--- src/logic/gauge_mode_pkg.sv ---
//
// Function
// - charge result: two's complement, 6.70 uVh steps
// - current result: two's complement, 11.77 uV steps
// - voltage result: unsigned, 2.44 mV steps
// - mode bit 2 selects power saving
// - mode bit 3 enables alarm function
// - mode bit 4 clear freezes gauge, standby
// - control bit 0 reads alarm pin level
// - control bit 0 write: force alarm low
// - gauge reset clears accumulator, counter, self-clears
// - current conversion done set, clears on read
// - voltage conversion done set, clears on read
// - control bit 4 reads power-on detect
// - bit 4 write sets/clears soft reset, flag
// - low charge flag set by condition, host clears
// - low voltage flag set by condition, host clears
// - re-alarm only after condition goes, returns
// - reset disables alarm, clears thresholds, base, relax
// - run starts voltage first; stop aborts cycle
package gauge_mode_pkg;
  // ---------------------------------------------------------------
  // register offsets
  // ---------------------------------------------------------------
  localparam logic [7:0] OFS_MODE = 8'h00;  // operating_mode
  localparam logic [7:0] OFS_CTRL = 8'h01;  // control_and_status
  // ---------------------------------------------------------------
  // field positions
  // ---------------------------------------------------------------
  localparam int BIT_RSVD  = 1;  // mode reserved bit
  localparam int BIT_PSAVE = 2;  // power_save_select
  localparam int BIT_ALMEN = 3;  // alarm_enable
  localparam int BIT_RUN   = 4;  // gauge_run
  localparam int BIT_PIN   = 0;  // alarm_pin_drive / pin level
  localparam int BIT_GRST  = 1;  // gauge_reset
  localparam int BIT_CDONE = 2;  // current_conv_done
  localparam int BIT_VDONE = 3;  // voltage_conv_done
  localparam int BIT_POR   = 4;  // power_on_detect / soft reset
  localparam int BIT_LSOC  = 5;  // low_charge_alarm_flag
  localparam int BIT_LVOLT = 6;  // low_voltage_alarm_flag
  // ---------------------------------------------------------------
  // reset values and masks
  // ---------------------------------------------------------------
  localparam logic [7:0] MODE_RST  = 8'h00;
  localparam logic [7:0] MODE_MASK = 8'h1e;  // bits 1..4 kept
  localparam logic       DRIVE_RST = 1'b1;   // alarm_pin_drive
  localparam logic       POR_RST   = 1'b1;   // flag set at power-on
  localparam logic       PIN_IDLE  = 1'b1;   // alarm pin level, pulled up
  // ---------------------------------------------------------------
  // result encodings (scale of one step, for documentation)
  // ---------------------------------------------------------------
  localparam real CHARGE_LSB_UVH  = 6.70;   // signed
  localparam real CURRENT_LSB_UV  = 11.77;  // signed
  localparam real VOLTAGE_LSB_MV  = 2.44;   // unsigned
  localparam int  RESULT_W        = 16;
  // ---------------------------------------------------------------
  // conversion sequencer
  // ---------------------------------------------------------------
  typedef enum logic [2:0] {
    SEQ_IDLE = 3'b001,  // standby
    SEQ_VOLT = 3'b010,  // voltage conversion running
    SEQ_CURR = 3'b100   // current conversion running
  } seq_t;
endpackage : gauge_mode_pkg

--- src/logic/gauge_mode_ctrl.sv ---
module gauge_mode_ctrl
  import gauge_mode_pkg::*;
(
  input  wire logic                  clk_sys,
  input  wire logic                  rst_b,
  // register port from the serial slave (same clock)
  input  wire logic                  regWrite,
  input  wire logic                  regRead,
  input  wire logic [7:0]            regAddr,
  input  wire logic [7:0]            regWdata,
  output logic      [7:0]            regRdata,
  // analog front end events and results (same clock)
  input  wire logic                  voltConvEnd,
  input  wire logic                  currConvEnd,
  input  wire logic signed [15:0]    chargeIn,
  input  wire logic signed [15:0]    currentIn,
  input  wire logic [15:0]           voltageIn,
  input  wire logic                  lowChargeCond,
  input  wire logic                  lowVoltCond,
  // alarm pin, open drain
  input  wire logic                  alarmPinIn,
  output logic                       alarmPinOe,
  output logic                       alarmPinOut,
  // control to the rest of the gauge
  output logic                       powerSaveSelect,
  output logic                       gaugeRun,
  output logic                       gaugeClear,
  output logic                       convAbort,
  output logic                       startVolt,
  output logic                       startCurr,
  output logic                       softReset,
  output logic                       thresholdClear,
  output logic signed [15:0]         chargeOut,
  output logic signed [15:0]         currentOut,
  output logic [15:0]                voltageOut
);
  // -----------------------------------------------------------------
  // state
  // -----------------------------------------------------------------
  typedef struct packed {
    logic [7:0]         mode;       // operating_mode bits
    logic               pinDrive;   // alarm_pin_drive
    logic               curDone;    // current_conv_done
    logic               volDone;    // voltage_conv_done
    logic               porFlag;    // power_on_detect
    logic               lowChg;     // low_charge_alarm_flag
    logic               lowVol;     // low_voltage_alarm_flag
    logic               armChg;     // charge alarm may fire
    logic               armVol;     // voltage alarm may fire
    logic               pinS1;      // pin sync stage 1
    logic               pinS2;      // pin sync stage 2
    seq_t               seq;        // conversion sequencer
    logic [7:0]         rdata;      // read data
    logic               clr;        // gauge clear pulse
    logic               abort;      // abort pulse
    logic               goVolt;     // start voltage pulse
    logic               goCurr;     // start current pulse
    logic               pinOe;      // pin pulled low
    logic               thrClr;     // threshold clear pulse
    logic signed [15:0] chg;        // charge result
    logic signed [15:0] cur;        // current result
    logic [15:0]        vol;        // voltage result
  } state_t;

  state_t cur, next_s;

  logic wrMode, wrCtrl, rdCtrl, runNow, alarmActive;

  // -----------------------------------------------------------------
  // next state
  // -----------------------------------------------------------------
  always_comb begin
    next_s = cur;
    // address decode
    wrMode = 1'b0;
    wrCtrl = 1'b0;
    rdCtrl = 1'b0;
    if (regWrite && regAddr == OFS_MODE) begin
      wrMode = 1'b1;
    end else if (regWrite && regAddr == OFS_CTRL) begin
      wrCtrl = 1'b1;
    end
    if (regRead && regAddr == OFS_CTRL) begin
      rdCtrl = 1'b1;
    end
    // pin level passes two flops first
    next_s.pinS1 = alarmPinIn;
    next_s.pinS2 = cur.pinS1;
    // pulses default low
    next_s.clr    = 1'b0;
    next_s.abort  = 1'b0;
    next_s.goVolt = 1'b0;
    next_s.goCurr = 1'b0;
    next_s.thrClr = 1'b0;
    // mode register; bit 1 stored as written, host keeps it 0
    if (wrMode) begin
      next_s.mode = regWdata & MODE_MASK;
    end
    runNow = cur.mode[BIT_RUN];
    // control register write side
    if (wrCtrl) begin
      next_s.pinDrive = regWdata[BIT_PIN];
      if (regWdata[BIT_GRST]) begin
        next_s.clr = 1'b1;
      end
      next_s.porFlag = regWdata[BIT_POR];
      // writing 0 clears, writing 1 leaves the flag alone
      if (!regWdata[BIT_LSOC]) begin
        next_s.lowChg = 1'b0;
      end
      if (!regWdata[BIT_LVOLT]) begin
        next_s.lowVol = 1'b0;
      end
      // soft reset asserted: alarm off, thresholds cleared
      if (regWdata[BIT_POR]) begin
        next_s.mode[BIT_ALMEN] = 1'b0;
        next_s.thrClr          = 1'b1;
      end
    end
    // read clears the done flags; a new event still wins
    if (rdCtrl) begin
      next_s.curDone = 1'b0;
      next_s.volDone = 1'b0;
    end
    if (currConvEnd && runNow && cur.seq == SEQ_CURR) begin
      next_s.curDone = 1'b1;
    end
    if (voltConvEnd && runNow && cur.seq == SEQ_VOLT) begin
      next_s.volDone = 1'b1;
    end
    // alarms: fire once per appearance of the condition
    if (!lowChargeCond) begin
      next_s.armChg = 1'b1;
    end
    if (!lowVoltCond) begin
      next_s.armVol = 1'b1;
    end
    if (cur.mode[BIT_ALMEN] && lowChargeCond && cur.armChg) begin
      next_s.lowChg = 1'b1;
      next_s.armChg = 1'b0;
    end
    if (cur.mode[BIT_ALMEN] && lowVoltCond && cur.armVol) begin
      next_s.lowVol = 1'b1;
      next_s.armVol = 1'b0;
    end
    // conversion sequencer
    case (cur.seq)
      SEQ_IDLE: begin
        if (runNow) begin
          next_s.seq = SEQ_VOLT;
          next_s.goVolt = 1'b1;
        end
      end
      SEQ_VOLT: begin
        if (!runNow) begin
          next_s.seq   = SEQ_IDLE;
          next_s.abort = 1'b1;
        end else if (voltConvEnd) begin
          next_s.seq = SEQ_CURR;
          next_s.goCurr = 1'b1;
        end
      end
      SEQ_CURR: begin
        if (!runNow) begin
          next_s.seq   = SEQ_IDLE;
          next_s.abort = 1'b1;
        end else if (currConvEnd) begin
          next_s.seq = SEQ_VOLT;
          next_s.goVolt = 1'b1;
        end
      end
      default: begin
        next_s.seq = SEQ_IDLE;
      end
    endcase
    // results follow the front end only while running
    if (runNow) begin
      next_s.chg = chargeIn;
      next_s.cur = currentIn;
      next_s.vol = voltageIn;
    end
    if (next_s.clr) begin
      next_s.chg = '0;
    end
    // pin pulled low when forced or an enabled alarm stands
    alarmActive = cur.mode[BIT_ALMEN] && (cur.lowChg || cur.lowVol);
    next_s.pinOe = !cur.pinDrive || alarmActive;
    // read data, registered; unused bits zero
    next_s.rdata = 8'h00;
    if (regRead && regAddr == OFS_MODE) begin
      next_s.rdata = cur.mode & MODE_MASK;
    end else if (rdCtrl) begin
      next_s.rdata[BIT_PIN]   = cur.pinS2;
      next_s.rdata[BIT_CDONE] = cur.curDone;
      next_s.rdata[BIT_VDONE] = cur.volDone;
      next_s.rdata[BIT_POR]   = cur.porFlag;
      next_s.rdata[BIT_LSOC]  = cur.lowChg;
      next_s.rdata[BIT_LVOLT] = cur.lowVol;
    end
  end

  // -----------------------------------------------------------------
  // registers
  // -----------------------------------------------------------------
  always_ff @(posedge clk_sys) begin
    if (!rst_b) begin
      cur          <= '0;
      cur.mode     <= MODE_RST;
      cur.pinDrive <= DRIVE_RST;
      cur.porFlag  <= POR_RST;
      cur.armChg   <= 1'b1;
      cur.armVol   <= 1'b1;
      // synchroniser starts at the idle pin level, else a read
      // right after reset would report a low pin that is not there
      cur.pinS1    <= PIN_IDLE;
      cur.pinS2    <= PIN_IDLE;
      cur.seq      <= SEQ_IDLE;
      cur.thrClr   <= 1'b1;
      cur.clr      <= 1'b1;
    end else begin
      cur <= next_s;
    end
  end

  // -----------------------------------------------------------------
  // outputs, all straight from flops except alarmPinOut, tied to 0
  // -----------------------------------------------------------------
  assign regRdata        = cur.rdata;
  assign alarmPinOe      = cur.pinOe;
  assign alarmPinOut     = 1'b0;  // open drain only pulls low
  assign powerSaveSelect = cur.mode[BIT_PSAVE];
  assign gaugeRun        = cur.mode[BIT_RUN];
  assign gaugeClear      = cur.clr;
  assign convAbort       = cur.abort;
  assign startVolt       = cur.goVolt;
  assign startCurr       = cur.goCurr;
  assign softReset       = cur.porFlag;
  assign thresholdClear  = cur.thrClr;
  assign chargeOut       = cur.chg;
  assign currentOut      = cur.cur;
  assign voltageOut      = cur.vol;
endmodule : gauge_mode_ctrl

--- config.mk ---
export PLATFORM = sky130hd
export DESIGN_NAME = gauge_mode_ctrl
export DESIGN_NICKNAME = d
export VERILOG_FILES = /design/src/logic/gauge_mode_pkg.sv /design/src/logic/gauge_mode_ctrl.sv
export SDC_FILE = /design/constraint.sdc
export NUM_CORES = 1
export LEC_CHECK = 0
export BUFFER_PORTS_ARGS = -buffer_cell sky130_fd_sc_hd__buf_2
export CAP_MARGIN = 40
export CORE_MARGIN = 1
export CORE_UTILIZATION = 50
export CTS_CLUSTER_SIZE = 25
export DETAILED_ROUTE_END_ITERATION = 8
export GPL_TIMING_DRIVEN = 0
export PLACE_DENSITY = 0.83
export RECOVER_POWER = 25
export SLEW_MARGIN = 40
export SYNTH_ARGS = -nofsm -noshare
export SYNTH_HDL_FRONTEND = slang
export SYNTH_SLANG_ARGS = --single-unit
--- constraint.sdc ---
create_clock -name clk_sys -period 2.97 [get_ports clk_sys]
set_input_delay 0.4455 -clock clk_sys [delete_from_list [all_inputs] [get_ports clk_sys]]
set_output_delay 0.4455 -clock clk_sys [all_outputs]
set_load 0.05 [all_outputs]
# Yosys cells after proc, flatten, opt, wreduce, memory -nomap -nowiden
# Cells that the tools add are included.
[totals]
regBits = 79
out_inout_bits = 66
[op_classes]
eq_ne = 11
n_mux = 37
bitwise_logic = 2
n_reduce_logical = 30
[ops]
columns = ["op", "n"]
rows = [
  ["$mux W1", 25],
  ["$mux W3", 7],
  ["$logic_and A1 B1 Y1", 13],
  ["$pmux W3 S3", 1],
  ["$eq A8 B1 Y1 const B", 1],
  ["$logic_not A8 Y1", 1],
  ["$ne A2 B1 Y1 const B", 4],
  ["$reduce_and A2 Y1", 4],
  ["$reduce_bool A2 Y1", 4],
  ["$ne A3 B3 Y1 const B", 2],
  ["$reduce_and A3 Y1", 2],
  ["$mux W2", 2],
  ["$mux W4", 1],
  ["$reduce_or A2 Y1", 2],
  ["$eq A3 B1 Y1 const B", 1],
  ["$eq A3 B2 Y1 const B", 1],
  ["$eq A3 B3 Y1 const B", 1],
  ["$reduce_or A3 Y1", 1],
  ["$logic_or A1 B1 Y1", 2],
  ["$ne A2 B2 Y1 const B", 1],
  ["$not A1 Y1", 2],
  ["$pmux W1 S2", 1],
  ["$logic_not A1 Y1", 1],
]

# Depth between registers and ports, before layout
[depth]
word_depth = 6
ltp_mapped = 6

# Worst setup path after synthesis
# No wires, ideal clock.
[synth_path]
path_type = "register -> register"
start = "reg cur, in the netlist gaugeRun"
end = "reg cur, in the netlist currentOut[15]"
setup_time_ns = 0.128
arrival_time_ns = 1.537
required_time_ns = 2.842
setup_slack_ns = 1.306
path_stages_with_launch = 5
path_buffers = 2
synth_period_minus_slack_ns = 1.664
cell_sequence = "dfxtp_1 > buf_2 > buf_1 > mux2i_1 > nor2_1"
[synth_lines]
columns = ["item", "line", "source"]
rows = [
  ["start, declared", "gauge_mode_ctrl.sv:65", "state_t cur, next_s;"],
  ["start signal, assigned", "gauge_mode_ctrl.sv:221", "cur <= next_s;"],
]

# Worst setup path after layout
[layout_path]
start = "in regAddr[5]"
end = "reg cur, in the netlist chargeOut[13]"
[layout_via]
elab_chain_len = 6
elab_cells_between_ends = 8
cone_classes = "eq/ne (1); mux (3); reduce/logical (4)"
[layout_lines]
columns = ["item", "line", "source"]
rows = [
  ["start, declared", "gauge_mode_ctrl.sv:9", "input wire logic [7:0] regAddr,"],
  ["$eq A8 B1 Y1", "gauge_mode_ctrl.sv:80", "end else if (regWrite && regAddr == OFS_CTRL) begin"],
  ["$logic_and A1 B1 Y1", "gauge_mode_ctrl.sv:80", ""],
  ["$mux W1", "gauge_mode_ctrl.sv:80", ""],
  ["$mux W1 (*)", "gauge_mode_ctrl.sv:78", "if (regWrite && regAddr == OFS_MODE) begin"],
  ["$mux W1 (*)", "gauge_mode_ctrl.sv:101", "if (wrCtrl) begin"],
  ["$reduce_or A2 Y1 (no line) (*)", "-", ""],
]
# Every way passes the cells marked *; elsewhere a longest branch is shown, timed or not.
# A chain may end at the register's enable or synchronous reset.

==> flow_summary.toml <==
[pwr]
switching_share_pct = 20.9
clkPwrFrac_pct = 42.6
p_int_mw = 1.59
seqPwrFrac_pct = 52.2
power.switching_mw = 0.420
p_total_mw = 2.01
p_comb_share_pct = 5.3
p_leak_nw = 2.02
cellPowerDensity_nw_per_um2 = 473
peakVddDrop_uv = 409

[worst_setup_path]
cp_data_required_time_ns = 3.20
critical_path.max_fanout = 10
start_kind = "input pin"
ff2ff_path_depth = 4
crit_family = "simple AND/OR/NAND/NOR gates"
max_stage_delay_ns = 0.85
critPathKind = "in -> reg"
rrSetupSlack_ns = 1.41
critical_path.slowest_cell = "nor4_1"
r2r-start = "gaugeRun$_SDFFE_PN0P_"
cp.buffers_inverters = 3
r2r_end = "voltageOut[10]$_SDFFE_PN0P_"
end_kind = "flop"
crit_path_cell_trace = "buf_2 > nor4_1 > a41o_1 > buf_4 > buf_6 > nor2_1"
arrival_ns = 2.05

[clock_tree]
clk_path_buf_depth = 2
clk-insertion-delay-late_ns = 0.33
clkSinkCount = 78
htree_levels = 3
cts_tree = "built"
cts_resized = 0
cts_root_buffer = "clkbuf_8"
post-cts-setup-buffers = 0
cts_buffers = 9
cts_hold_buffers = 0
clk_pin_slew_ns = 0.08

[detailed_routing]
avgViaCountPerCell = 4.83
dr.first_iter.drc_count = 150
wl_um = 6860
route.vias.total = 2705
drc_errors = 0
avgRoutedWirePerCell_um = 12.2
dr.pass1.iters = 4
ant_nets = 0

[synthesis]
synth_top_flop_cell = "dfxtp_1"
avgSynthCellArea_um2 = 9.93
ys_ff_latch = 78
synth_cell_type_count = 43
seq_area_frac_synth_pct = 47.3
synth-adder-area-share_pct = 0
synth.area.mux_share_pct = 16.4
syn_area_um2 = 3300
yosys.area_share.simple_pct = 13.5
ys.warnings.count = 0
async_flop_share_pct = 0
synth_compound_area_share_pct = 5.39
syn_inst = 332
synth-xor-area-share_pct = 0.531
netlist.area_leader.share_pct = 47.3
synth_top_family_by_area = "buffers and inverters"
yosys-top-cells-area = "dfxtp_1, mux2i_1, buf_4, nor2_1, clkbuf_1"
synth_top_area_cell = "dfxtp_1"
synth-edff-count = 0

[global_routing]
antenna_found_initial = 0
grt_max_degree = 13
grt_pass1_vias = 2642
grt_usage_pct = 20.3
grt_pass1_wl_um = 11300
grt-ovfl-total = 0

[cells_and_area]
mostFrequentLayoutCells = "buf_2, dfxtp_1, buf_4"
final_area_um2 = 4250
syn2layout_area_growth_pct = 28.8
final_common_cell = "buf_2"
finalNonFillerCells = 560
n_antenna_cell = 0
final_nets = 551
drive_gt1_share_pct = 42.7

[sta]
setup_viol = 0
tightest_slew_ns = 0.997
worst_slack_ns = 1.14
finalMaxSlewViolations = 0
fmax_ghz = 0.548
rsz0062_at_grt = "no"
fin_worst_skew_ns = 0.00444
slew_headroom_pct = 32.9
min_period_ns = 1.83
setup_tns_ns = 0
period_share_pct = 61.5
hold_viol = 0

[floorplanning]
die_h_um = 83.2
rows = 29
die_w_um = 83.2
initial_core_util_pct = 51.9
ioPinCount = 139
die_area_um2 = 6920
core_region_area_um2 = 6350

[placed_design]
io_buffers = 134
dp_slack_ns = 1.08
dpl_cell_area_um2 = 4070
dp_cells = 544
routabilityCongestion = 0.778
dp_hpwl_um = 5230

[run]
drv_cap = 0

[worst_hold_path]
min_to = "cur[66]$_SDFF_PN1_"
min_path_cells = 2
hp-start = "alarmPinIn"
hold_class = "in -> reg"

[run_status]
status = "complete, no violations"
==> worst reg2reg max path, cell delays in order, from the launching register on <==
cell and delay (ns):
dfxtp_1 0.34, buf_2 0.22, clkbuf_1 0.55, mux2i_1 0.28
nor2_1 0.06
==> registers in the layout, indices dropped and copies added, names as in the netlist, 7 cells and up <==
signal / flops
regRdata: 7
voltageOut: 16
chargeOut: 16
currentOut: 16
cur: 14
==> worst max-delay path by stage <==
stage	to	slack [ns]	startpoint	depth (start not counted)
floorplan	currentOut[15]$_SDFFE_PN0P_	1.31	gaugeRun$_SDFFE_PN0P_	4
global placement	chargeOut[12]$_SDFFE_PP0P_	1.13	regAddr[5]	6
detailed placement	chargeOut[8]$_SDFFE_PP0P_	1.08	regAddr[5]	6
CTS	currentOut[15]$_SDFFE_PN0P_	1.40	gaugeRun$_SDFFE_PN0P_	4
global route	chargeOut[13]$_SDFFE_PP0P_	1.02	regAddr[5]	6
finish	chargeOut[13]$_SDFFE_PP0P_	1.14	regAddr[5]	6
==> cells by family after synthesis <==
group	Yosys count
XOR/XNOR	2
buffers and inverters	83
flip-flops	78
AND/OR/NAND/NOR	90
other	1
AO/OA/AOI/OAI	24
multiplexers	54
==> metal layers <==
| layer | track usage (%) | routed length (um) | part of all wire, % | vias to the layer above |
|---|---|---|---|---|
| met4 | 9.40 | 152 | 2.2 | 0 |
| li1 | - | - | - | 1347 |
| met2 | 35.9 | 3340 | 49 | 101 |
| met1 | 22.1 | 2860 | 42 | 1241 |
| met3 | 6.26 | 499 | 7.3 | 16 |
| met5 | 0 | 0 | 0 | - |
==> synthesized netlist by cell type, types with 2 or more instances <==
cell type  instances
buf_4             58
o21ai_0            2
a31o_2             2
a21oi_1            5
buf_6              2
o211ai_1           2
nor2_1            52
buf_2              6
a41o_1             2
inv_1              6
and3_1             5
buf_1              2
o41ai_1            2
nand3_1            4
nor4_1             3
mux2i_1           54
clkbuf_1           9
nor3_1             4
dfxtp_1           78
nand2b_1           5
nand2_1            7
==> per-stage QoR <==
stage               utilization, %  hold WS (ns)
global placement              64.1         0.407
global route                  66.9         0.275
CTS                           67.5         0.277
floorplan                        -         0.386
finish                        66.9         0.290
detailed placement            64.1         0.406
==> power groups by stage <==
| stage | sequential, mW | clock (mW) | combinational, mW |
|---|---|---|---|
| finish | 1.05 | 0.856 | 0.106 |
| global route | 1.05 | 0.929 | 0.115 |
| CTS | 1.05 | 0.875 | 0.109 |
| detailed placement | 1.07 | 0 | 0.109 |
| global placement | 1.07 | 0 | 0.105 |
| floorplan | 1.08 | 0 | 0.0414 |
==> layout make-up <==
| cell class | count | area, um^2 |
|---|---|---|
| buffer | 77 | 527 |
| clock buffer | 12 | 145 |
| clock inverter | 4 | 70.1 |
| fill | 516 | 2100 |
| inverter | 6 | 22.5 |
| multi-input combinational | 172 | 1170 |
| sequential | 78 | 1560 |
| tap | 77 | 96.3 |
| timing repair buffer | 134 | 656 |
No activity file was read; power rests on OpenSTA's default activity.
